--- src/core/scsd_regs.svh ---
// Register map, field positions, reset values and timing for the serial unit.
// Assumes a 32-bit AXI4-Lite slave with one aligned word per register.
`ifndef SCSD_REGS_SVH
`define SCSD_REGS_SVH

// Byte offsets.
`define SCSD_CTRL_OFS 4'h0
`define SCSD_STAT_OFS 4'h4
`define SCSD_DATA_OFS 4'h8

// Control register fields.
`define SCSD_C_RXIE 7
`define SCSD_C_MSTR 5
`define SCSD_C_CLOCK_IDLE_LEVEL_SEL 4
`define SCSD_C_CLOCK_PHASE_SEL 3
`define SCSD_C_OD 2
`define SCSD_C_ON 1
`define SCSD_C_TXIE 0

// Status and control register fields.
`define SCSD_S_RXF 7
`define SCSD_S_ERROR_IRQ_EN 6
`define SCSD_S_OVR 5
`define SCSD_S_MODE_FAULT_FLAG 4
`define SCSD_S_TXE 3
`define SCSD_S_FDEN 2
`define SCSD_S_BAUD_HI 1
`define SCSD_S_BAUD_LO 0

// Reset values of single bits.
`define SCSD_RST_MSTR 1'b1
`define SCSD_RST_CLOCK_PHASE_SEL 1'b1
`define SCSD_RST_TXE 1'b1

// Half a serial clock period in bus clocks less one, for divisors 2, 8, 32 and 128.
`define SCSD_HALF_BD2 7'h00
`define SCSD_HALF_BD8 7'h03
`define SCSD_HALF_BD32 7'h0F
`define SCSD_HALF_BD128 7'h3F

// Last edge index in one byte and the last sample index.
`define SCSD_LAST_EDGE 4'hF
`define SCSD_LAST_SAMP 3'h7

// AXI responses.
`define SCSD_RESP_OK 2'h0
`define SCSD_RESP_ERR 2'h2

`endif

--- src/core/scsd_pkg.sv ---
// Types shared by the serial unit.
// Assumes nothing of its surroundings.
package scsd_pkg;
    typedef logic [7:0] scsd_byte_t;
    typedef enum logic {SCSD_IDLE, SCSD_RUN} scsd_state_e;
endpackage : scsd_pkg

--- src/core/scsd_top.sv ---
// Byte serial peripheral unit with control, status and data registers.
// Assumes AXI4-Lite from the CPU and pin inputs synchronous to aclk.
//
// Operation
// - Idle clock level follows polarity bit.
// - Both ends need same polarity and phase.
// - Phase bit picks edge timing; resets one.
// - Open-drain pins, pullups off when set.
// - Enable bit; clearing partially resets unit.
// - Transmit-empty interrupt enable gates request.
// - Byte received sets receive-full, may interrupt.
// - Status read then data read clears full.
// - Error enable gates fault and overrun requests.
// - Overrun keeps held byte, drops new one.
// - Status read then data read clears overrun.
// - Slave select rising mid-byte sets fault.
// - Master select low sets fault.
// - Status read then control write clears fault.
// - Handoff to shifter sets transmit-empty; resets set.
// - Data write clears transmit-empty.
// - Fault detect enable; clearing keeps flag.
// - Detect off: no fault; master frees select pin.
// - Select pin released for plain master or when disabled.
// - Baud field divides by 2/8/32/128.
// - Data address: write transmit, read receive.
// - Master select bit; resets to master.
// - Receive interrupt enable; resets clear.
// - Deselected slave floats output, ignores clock.
`timescale 1ns/10ps
`default_nettype none
`include "scsd_regs.svh"

module scsd_top
    import scsd_pkg::*;
#(
    parameter int ADDR_W = 4
) (
    // Clock and reset.
    input wire logic aclk,
    input wire logic aresetn,
    // AXI4-Lite write.
    input wire logic [ADDR_W-1:0] s_axi_awaddr,
    input wire logic s_axi_awvalid,
    output logic s_axi_awready,
    input wire logic [31:0] s_axi_wdata,
    input wire logic [3:0] s_axi_wstrb,
    input wire logic s_axi_wvalid,
    output logic s_axi_wready,
    output logic [1:0] s_axi_bresp,
    output logic s_axi_bvalid,
    input wire logic s_axi_bready,
    // AXI4-Lite read.
    input wire logic [ADDR_W-1:0] s_axi_araddr,
    input wire logic s_axi_arvalid,
    output logic s_axi_arready,
    output logic [31:0] s_axi_rdata,
    output logic [1:0] s_axi_rresp,
    output logic s_axi_rvalid,
    input wire logic s_axi_rready,
    // Serial pins.
    input wire logic sck_in,
    output logic sck_out,
    output logic sck_oe,
    input wire logic mosi_in,
    output logic mosi_out,
    output logic mosi_oe,
    input wire logic miso_in,
    output logic miso_out,
    output logic miso_oe,
    input wire logic ss_n_in,
    // Pad control and CPU request.
    output logic pullup_en,
    output logic ss_gpio_release,
    output logic irq_req
);

    ////////////////////////////////////////////////////////////////////////
    // Register state.
    logic rx_full_irq_en;
    logic master_select;
    logic clock_idle_level_sel;
    logic clock_phase_sel;
    logic open_drain_sel;
    logic unit_on;
    logic tx_empty_irq_en;
    logic error_irq_en;
    logic fault_detect_en;
    logic baud_sel_hi;
    logic baud_sel_lo;
    logic rx_full_flag;
    logic overrun_flag;
    logic mode_fault_flag;
    logic tx_empty_flag;
    logic rx_arm;
    logic ovr_arm;
    logic mode_fault_flag_arm;
    scsd_byte_t tx_hold;
    scsd_byte_t rx_hold;

    // Engine state.
    scsd_state_e state;
    scsd_byte_t shifter;
    logic [6:0] div_cnt;
    logic [3:0] edge_cnt;
    logic [2:0] samp_cnt;
    logic sck_q;
    logic dout;
    logic sck_prev;
    logic ss_prev;

    // Bus state.
    logic aw_got;
    logic w_got;
    logic [ADDR_W-1:0] wr_addr;
    logic [7:0] wr_byte;
    logic wr_lane;

    ////////////////////////////////////////////////////////////////////////
    // Access decode.
    logic wr_do;
    logic wr_ctrl;
    logic wr_stat;
    logic wr_data;
    logic rd_acc;
    logic rd_stat;
    logic rd_data;
    assign wr_do = aw_got && w_got && !s_axi_bvalid;
    assign wr_ctrl = wr_do && wr_lane && wr_addr == `SCSD_CTRL_OFS;
    assign wr_stat = wr_do && wr_lane && wr_addr == `SCSD_STAT_OFS;
    assign wr_data = wr_do && wr_lane && wr_addr == `SCSD_DATA_OFS;
    assign rd_acc = s_axi_arvalid && s_axi_arready;
    assign rd_stat = rd_acc && s_axi_araddr == `SCSD_STAT_OFS;
    assign rd_data = rd_acc && s_axi_araddr == `SCSD_DATA_OFS;

    ////////////////////////////////////////////////////////////////////////
    // Engine events.
    logic [6:0] half_per;
    logic sel;
    logic run;
    logic m_tick;
    logic ev;
    logic lead;
    logic samp;
    logic drive;
    logic din;
    logic start_m;
    logic start_s;
    logic done;
    scsd_byte_t rx_byte;

    always_comb begin
        case ({baud_sel_hi, baud_sel_lo})
            2'b00: half_per = `SCSD_HALF_BD2;
            2'b01: half_per = `SCSD_HALF_BD8;
            2'b10: half_per = `SCSD_HALF_BD32;
            default: half_per = `SCSD_HALF_BD128;
        endcase
    end

    // A slave listens only while selected.
    assign sel = unit_on && !master_select && !ss_n_in;
    assign run = state == SCSD_RUN;
    assign m_tick = run && master_select && div_cnt == half_per;
    assign ev = master_select ? m_tick : (sel && sck_in != sck_prev);
    assign lead = master_select ? (sck_q == clock_idle_level_sel) : (sck_prev == clock_idle_level_sel);
    // Phase zero samples on leading edges, phase one on trailing.
    assign samp = run && ev && (lead != clock_phase_sel);
    assign drive = run && ev && (lead == clock_phase_sel);
    assign din = master_select ? miso_in : mosi_in;
    assign start_m = unit_on && master_select && !run && !tx_empty_flag;
    // Phase zero slaves start on the select falling edge, phase one on the first leading edge.
    assign start_s = sel && !run && (clock_phase_sel ? (ev && lead) : (ss_prev && !ss_n_in));
    assign done = samp && samp_cnt == `SCSD_LAST_SAMP;
    assign rx_byte = {shifter[6:0], din};

    ////////////////////////////////////////////////////////////////////////
    // Shift engine.
    always_ff @(posedge aclk) begin
        if (!aresetn || !unit_on) begin
            state <= SCSD_IDLE;
            shifter <= 8'h00;
            div_cnt <= 7'h00;
            edge_cnt <= 4'h0;
            samp_cnt <= 3'h0;
            sck_q <= clock_idle_level_sel;
            dout <= 1'b0;
        end else if (start_m || start_s) begin
            state <= SCSD_RUN;
            shifter <= tx_hold;
            dout <= tx_hold[7];
            div_cnt <= 7'h00;
            edge_cnt <= 4'h0;
            samp_cnt <= 3'h0;
        end else if (!run) begin
            sck_q <= clock_idle_level_sel;
        end else if (!master_select && ss_n_in) begin
            state <= SCSD_IDLE;
        end else begin
            if (master_select) begin
                div_cnt <= m_tick ? 7'h00 : div_cnt + 7'h01;
                if (m_tick) begin
                    sck_q <= !sck_q;
                    edge_cnt <= edge_cnt + 4'h1;
                    if (edge_cnt == `SCSD_LAST_EDGE) begin
                        state <= SCSD_IDLE;
                    end
                end
            end else if (done) begin
                state <= SCSD_IDLE;
            end
            if (samp) begin
                shifter <= rx_byte;
                samp_cnt <= samp_cnt + 3'h1;
            end
            if (drive) begin
                dout <= shifter[7];
            end
        end
    end

    always_ff @(posedge aclk) begin
        if (!aresetn) begin
            sck_prev <= 1'b0;
            ss_prev <= 1'b1;
        end else begin
            sck_prev <= sck_in;
            ss_prev <= ss_n_in;
        end
    end

    ////////////////////////////////////////////////////////////////////////
    // Control registers.
    always_ff @(posedge aclk) begin
        if (!aresetn) begin
            rx_full_irq_en <= 1'b0;
            master_select <= `SCSD_RST_MSTR;
            clock_idle_level_sel <= 1'b0;
            clock_phase_sel <= `SCSD_RST_CLOCK_PHASE_SEL;
            open_drain_sel <= 1'b0;
            unit_on <= 1'b0;
            tx_empty_irq_en <= 1'b0;
            error_irq_en <= 1'b0;
            fault_detect_en <= 1'b0;
            baud_sel_hi <= 1'b0;
            baud_sel_lo <= 1'b0;
        end else begin
            if (wr_ctrl) begin
                rx_full_irq_en <= wr_byte[`SCSD_C_RXIE];
                master_select <= wr_byte[`SCSD_C_MSTR];
                clock_idle_level_sel <= wr_byte[`SCSD_C_CLOCK_IDLE_LEVEL_SEL];
                clock_phase_sel <= wr_byte[`SCSD_C_CLOCK_PHASE_SEL];
                open_drain_sel <= wr_byte[`SCSD_C_OD];
                unit_on <= wr_byte[`SCSD_C_ON];
                tx_empty_irq_en <= wr_byte[`SCSD_C_TXIE];
            end
            if (wr_stat) begin
                error_irq_en <= wr_byte[`SCSD_S_ERROR_IRQ_EN];
                fault_detect_en <= wr_byte[`SCSD_S_FDEN];
                baud_sel_hi <= wr_byte[`SCSD_S_BAUD_HI];
                baud_sel_lo <= wr_byte[`SCSD_S_BAUD_LO];
            end
        end
    end

    ////////////////////////////////////////////////////////////////////////
    // Transmit holding register and its empty flag.
    always_ff @(posedge aclk) begin
        if (!aresetn) begin
            tx_hold <= 8'h00;
            tx_empty_flag <= `SCSD_RST_TXE;
        end else begin
            if (wr_data) begin
                tx_hold <= wr_byte;
            end
            // A handoff in the same cycle as a write wins.
            if (start_m || start_s || !unit_on) begin
                tx_empty_flag <= 1'b1;
            end else if (wr_data) begin
                tx_empty_flag <= 1'b0;
            end
        end
    end

    ////////////////////////////////////////////////////////////////////////
    // Receive holding register, full and overrun flags.
    always_ff @(posedge aclk) begin
        if (!aresetn) begin
            rx_hold <= 8'h00;
            rx_full_flag <= 1'b0;
            overrun_flag <= 1'b0;
            rx_arm <= 1'b0;
            ovr_arm <= 1'b0;
        end else begin
            if (done && !rx_full_flag) begin
                rx_hold <= rx_byte;
            end
            if (done && !rx_full_flag) begin
                rx_full_flag <= 1'b1;
            end else if (rd_data && rx_arm) begin
                rx_full_flag <= 1'b0;
            end
            if (done && rx_full_flag) begin
                overrun_flag <= 1'b1;
            end else if (rd_data && ovr_arm) begin
                overrun_flag <= 1'b0;
            end
            if (rd_stat) begin
                rx_arm <= rx_full_flag;
                ovr_arm <= overrun_flag;
            end else if (rd_data) begin
                rx_arm <= 1'b0;
                ovr_arm <= 1'b0;
            end
        end
    end

    ////////////////////////////////////////////////////////////////////////
    // Mode fault. Detection off blocks the flag and, for a master, releases the select pin.
    logic fault_evt;
    assign fault_evt = unit_on && fault_detect_en &&
        (master_select ? !ss_n_in
                       : (run && !ss_prev && ss_n_in));

    always_ff @(posedge aclk) begin
        if (!aresetn) begin
            mode_fault_flag <= 1'b0;
            mode_fault_flag_arm <= 1'b0;
        end else begin
            if (fault_evt) begin
                mode_fault_flag <= 1'b1;
            end else if (wr_ctrl && mode_fault_flag_arm) begin
                mode_fault_flag <= 1'b0;
            end
            if (rd_stat) begin
                mode_fault_flag_arm <= mode_fault_flag;
            end else if (wr_ctrl) begin
                mode_fault_flag_arm <= 1'b0;
            end
        end
    end

    ////////////////////////////////////////////////////////////////////////
    // AXI4-Lite write channel. Address and data are taken in either order.
    always_ff @(posedge aclk) begin
        if (!aresetn) begin
            aw_got <= 1'b0;
            w_got <= 1'b0;
            wr_addr <= '0;
            wr_byte <= 8'h00;
            wr_lane <= 1'b0;
            s_axi_awready <= 1'b1;
            s_axi_wready <= 1'b1;
            s_axi_bvalid <= 1'b0;
            s_axi_bresp <= `SCSD_RESP_OK;
        end else begin
            if (s_axi_awvalid && s_axi_awready) begin
                aw_got <= 1'b1;
                wr_addr <= s_axi_awaddr;
                s_axi_awready <= 1'b0;
            end
            if (s_axi_wvalid && s_axi_wready) begin
                w_got <= 1'b1;
                wr_byte <= s_axi_wdata[7:0];
                wr_lane <= s_axi_wstrb[0];
                s_axi_wready <= 1'b0;
            end
            if (wr_do) begin
                s_axi_bvalid <= 1'b1;
                if (wr_addr == `SCSD_CTRL_OFS || wr_addr == `SCSD_STAT_OFS || wr_addr == `SCSD_DATA_OFS) begin
                    s_axi_bresp <= `SCSD_RESP_OK;
                end else begin
                    s_axi_bresp <= `SCSD_RESP_ERR;
                end
            end
            if (s_axi_bvalid && s_axi_bready) begin
                s_axi_bvalid <= 1'b0;
                aw_got <= 1'b0;
                w_got <= 1'b0;
                s_axi_awready <= 1'b1;
                s_axi_wready <= 1'b1;
            end
        end
    end

    ////////////////////////////////////////////////////////////////////////
    // AXI4-Lite read channel. Reads of the data word return the receive side.
    always_ff @(posedge aclk) begin
        if (!aresetn) begin
            s_axi_arready <= 1'b1;
            s_axi_rvalid <= 1'b0;
            s_axi_rdata <= 32'h0000_0000;
            s_axi_rresp <= `SCSD_RESP_OK;
        end else if (rd_acc) begin
            s_axi_arready <= 1'b0;
            s_axi_rvalid <= 1'b1;
            s_axi_rresp <= `SCSD_RESP_OK;
            if (s_axi_araddr == `SCSD_CTRL_OFS) begin
                s_axi_rdata <= {24'h000000, rx_full_irq_en, 1'b0, master_select, clock_idle_level_sel,
                                clock_phase_sel, open_drain_sel, unit_on, tx_empty_irq_en};
            end else if (s_axi_araddr == `SCSD_STAT_OFS) begin
                s_axi_rdata <= {24'h000000, rx_full_flag, error_irq_en, overrun_flag, mode_fault_flag,
                                tx_empty_flag, fault_detect_en, baud_sel_hi, baud_sel_lo};
            end else if (s_axi_araddr == `SCSD_DATA_OFS) begin
                s_axi_rdata <= {24'h000000, rx_hold};
            end else begin
                s_axi_rdata <= 32'h0000_0000;
                s_axi_rresp <= `SCSD_RESP_ERR;
            end
        end else if (s_axi_rvalid && s_axi_rready) begin
            s_axi_rvalid <= 1'b0;
            s_axi_arready <= 1'b1;
        end
    end

    ////////////////////////////////////////////////////////////////////////
    // Pin drivers. Open-drain only ever pulls low, so a high is left to the wire.
    logic m_drv;
    logic s_drv;
    assign m_drv = unit_on && master_select;
    assign s_drv = sel;

    always_ff @(posedge aclk) begin
        if (!aresetn) begin
            sck_out <= 1'b0;
            sck_oe <= 1'b0;
            mosi_out <= 1'b0;
            mosi_oe <= 1'b0;
            miso_out <= 1'b0;
            miso_oe <= 1'b0;
            pullup_en <= 1'b1;
            ss_gpio_release <= 1'b1;
            irq_req <= 1'b0;
        end else begin
            sck_out <= open_drain_sel ? 1'b0 : sck_q;
            sck_oe <= m_drv && !(open_drain_sel && sck_q);
            mosi_out <= open_drain_sel ? 1'b0 : dout;
            mosi_oe <= m_drv && !(open_drain_sel && dout);
            miso_out <= open_drain_sel ? 1'b0 : dout;
            miso_oe <= s_drv && !(open_drain_sel && dout);
            pullup_en <= !open_drain_sel;
            ss_gpio_release <= !unit_on || (master_select && !fault_detect_en);
            irq_req <= (tx_empty_flag && tx_empty_irq_en) ||
                       (rx_full_flag && rx_full_irq_en) ||
                       (error_irq_en && (overrun_flag || mode_fault_flag));
        end
    end

endmodule : scsd_top
`default_nettype wire

--- config.mk ---
export PLATFORM = sky130hd
export DESIGN_NAME = scsd_top
export DESIGN_NICKNAME = d
export VERILOG_FILES = /design/src/core/scsd_pkg.sv /design/src/core/scsd_top.sv
export VERILOG_INCLUDE_DIRS = /design/src /design/src/core
export SDC_FILE = /design/constraint.sdc
export NUM_CORES = 1
export LEC_CHECK = 0
export BUFFER_PORTS_ARGS = -buffer_cell sky130_fd_sc_hd__clkbuf_2
export CAP_MARGIN = 20
export CORE_ASPECT_RATIO = 0.8
export CORE_MARGIN = 5
export CORE_UTILIZATION = 40
export DETAILED_ROUTE_END_ITERATION = 8
export MAX_ROUTING_LAYER = met4
export PLACE_DENSITY_LB_ADDON = 0.2
export SETUP_SLACK_MARGIN = 0.1
export SLEW_MARGIN = 20
export SYNTH_ARGS = -nofsm -noshare
export SYNTH_HDL_FRONTEND = slang
export SYNTH_SLANG_ARGS = --single-unit
export TNS_END_PERCENT = 10
--- constraint.sdc ---
create_clock -name aclk -period 1.99 [get_ports aclk]
set_clock_uncertainty 0.05 [all_clocks]
set_input_delay 0.199 -clock aclk [delete_from_list [all_inputs] [get_ports aclk]]
set_output_delay 0.199 -clock aclk [all_outputs]
set_load 0.05 [all_outputs]
==> run metrics <==
outcome completed; Max IR drop VDD 444 uV; WS Path Type register to register; Initial Util 40.4%; Yosys cell types 55; detailed-route via count 3,864; post-DP HPWL 8770 um; Cell Area, Synth 0.00460 mm^2; port bufs 51; crit path buf inv count 1; Die Wd 130 um; Max H-tree Level 3; drt total wl 11,900 um; Worst Setup End Kind register; Reg-to-Reg Start baud_sel_lo; #FFs+latches synth 99; GR Layer Usage met3 3.72%; pre-CTS WS -0.0443 ns; cell leakage power 2.36 nW; placed inst area 0.00517 mm^2; slew margin rel. 61.0%; final setup violation count 0; Core Util, Final 49.4%; met2 global-route usage 25.4%; total negative slack 0 ns; Worst Setup SP baud_sel_lo; # IOs 105; asr flop ratio synth 0%; Crit path depth 6; fin crit share 99.8%; data required time of the worst path 2.14 ns; Pint 3.15 mW; final count of hold timing violations 0; post-layout minimum cycle time 1.99 ns; Mean Syn Cell Area 8.83 um^2; vias in the first global route 3,641; core box area 0.0114 mm^2; met1 usage 26.1%; Seq pwr share 49.0%; Layout Cell Area excl Fill 0.00562 mm^2; GRT busiest layer met1; Crit path max-delay family compound AO/OA/AOI/OAI gates; Post-synth top flop dfxtp_1; drt pass-1 iters 4; clock power share 43.2%; Placer Congestion 0.817; DRT antenna net count 0; pin count of the biggest net entering global routing 69; Tightest Pin Transition 0.583 ns; switch share 24.8%; First DRT Iteration DRCs 290; DIE AREA 0.0138 mm^2; wire per inst 15.8 um; first-pass GRT wire length 19,100 um; Reg clk slew, reported paths 0.07 ns; final net count 657; worst skew pair latency 0.35 ns; total CTS buffers 9; Yosys Warn Count 0; RSZ-0062 raised after global routing yes; DRC 0; crit-path max FO 9; root buffer cell clkbuf_16; CTS tree done; PnR worst setup slack 0.00427 ns; Area growth syn-to-layout 22.2%; pwr/cell area 745 mW/mm^2; cells along the critical path a211o_1 -> a2111o_1 -> and2_4 -> buf_4 -> nor4_2 -> a2111oi_1; sw power 1.04 mW; initial antenna violation count 0; clk buf depth 2; Reg2Reg Capture Point shifter[3]; clock sink total 99; startpoint types register; ANT cells 0; Max Cap Viol 0; sequential share of the synthesized area 43.3%; cell count after synthesis 521; EDFF count, synth 1; max frequency 504 MHz; Hold WC Path Type input pin to register; Die Y 106 um; reg2reg path depth 6; postcts setup bufs 0; max-slew violations 0; CP peak stage delay 0.42 ns; Tot GR Track Use 18.0%; crit path capture shifter[3]; num rows 35; data arrival time of the worst path 2.14 ns; GR Overflow Total 0; drt via density 5.15; Comb pwr share 7.9%; layout cell share with drive strength beyond 1 23.1%; crit path max-delay cell type a2111o_1; r2r setup slk 0.004 ns
per-layer routing:
| metal | vias up | share of wire, % |
|---|---|---|
| li1 | 1948 | - |
| met1 | 1821 | 49 |
| met2 | 84 | 44 |
| met3 | 11 | 5.9 |
| met4 | 0 | 1.1 |
| met5 | - | 0 |
stage by stage:
stage | power [mW] | instances | hold slack, ns
after CTS | 4.23 | 751 | 0.0219
after global placement | 2.42 | 734 | 0.366
after floorplan | 2.38 | 546 | 0.249
after global routing | 4.35 | 751 | 0.0401
after detailed placement | 2.42 | 734 | 0.368
final | 4.19 | 751 | 0.0264
logic make-up after synthesis:
kind of cell | after synthesis | synth area share [%]
DFF | 99 | 43.3
other | 1 | 0.0816
AOI/OAI and AO/OA | 114 | 17.6
and+or+nand+nor | 205 | 23.6
xor gates and xnor gates | 10 | 1.90
muxes | 21 | 4.60
adders and majority gates | 4 | 1.09
buffers and inverters | 67 | 7.86
Yosys cell counts (10+ instances only):
| library cell | count | area share, % |
|---|---|---|
| o21ai_0 | 10 | 1.1 |
| inv_1 | 13 | 1.1 |
| nand2_1 | 54 | 4.4 |
| nand3_1 | 16 | 1.7 |
| nor2b_1 | 26 | 3.5 |
| nor2_1 | 30 | 2.4 |
| clkbuf_1 | 24 | 2.0 |
| a21boi_0 | 29 | 4.7 |
| buf_4 | 27 | 4.4 |
| nand4_1 | 15 | 2.0 |
| o31ai_1 | 11 | 1.8 |
| nand2b_1 | 10 | 1.4 |
| dfxtp_1 | 98 | 43 |
| a21oi_1 | 24 | 2.6 |
| mux2i_1 | 20 | 4.4 |
power groups by stage:
| stage | clock (mW) | combinational [mW] | sequential [mW] |
|---|---|---|---|
| 2_1_floorplan | 0 | 0.248 | 2.13 |
| 3_3_place_gp | 0 | 0.324 | 2.09 |
| 3_5_place_dp | 0 | 0.328 | 2.09 |
| 4_1_cts | 1.85 | 0.330 | 2.05 |
| 5_1_grt | 1.94 | 0.357 | 2.05 |
| 6_report | 1.81 | 0.330 | 2.05 |
how the worst min path moves through the flow:
| stage | startpoint | endpoint | slack (ns) | cells past startpoint |
|---|---|---|---|---|
| after floorplan | s_axi_awvalid | s_axi_awready | 0.25 | 1 |
| after global placement | s_axi_wvalid | s_axi_wready | 0.37 | 2 |
| after detailed placement | s_axi_wvalid | s_axi_wready | 0.37 | 2 |
| after CTS | s_axi_wstrb[0] | wr_lane | 0.02 | 3 |
| after global routing | sck_in | sck_prev | 0.04 | 2 |
| final | s_axi_wstrb[0] | wr_lane | 0.03 | 3 |
state kept, by name, indices dropped and copies added, names as in the netlist, 3 cells and up:
name and cells:
rx_hold 8, s_axi_rdata 8, shifter 8, tx_hold 8, wr_byte 8, div_cnt 7
edge_cnt 4, wr_addr 4, samp_cnt 3
worst min-delay path, stage by stage:
cell      delay (ns)
clkbuf_2        0.08
nand2_1         0.04
a21boi_0        0.06
layout make-up:
cell class,instances,area [um^2]
fillers,1100,5770
multi-input cells,380,2450
flip-flops and latches,99,2000
repair buffers,95,624
clock buffers,11,253
well taps,148,185
clock inverters,5,60.1
inverters,13,48.8
cell usage in the layout, fill, tap and decap left out, types with 3 or more instances in the layout:
cell type and n:
a2111oi_0 3, dfxtp_1 93, nor2_1 29, dfxtp_2 5
clkbuf_16 9, nand2_1 54, xnor2_1 5, and3_1 4
nand3b_1 3, a21boi_0 23, ha_1 4, nor4_2 3
mux2i_1 20, o21ai_0 10, a2111oi_1 4, a22oi_1 8
nand4_1 15, clkbuf_2 51, nor2b_1 26, buf_6 3
conb_1 26, nor3_1 9, a21boi_1 6, buf_4 38
nor4_1 3, a21oi_1 23, nand3_1 15, and2_1 9
nand2b_1 10, o31ai_1 7, xor2_1 5, a21o_1 5
or3_1 4, inv_1 13, o31ai_2 4
repair_timing:
| item | CTS | global route |
|---|---|---|
| hold buffers | 1 | 0 |
| resized for setup | 6 | 30 |
| pin swaps | 1 | 7 |
| setup endpoints to repair | 42 | 37 |
| endpoints found under the hold margin | 1 | 0 |
(Power assumes the default switching activity.)
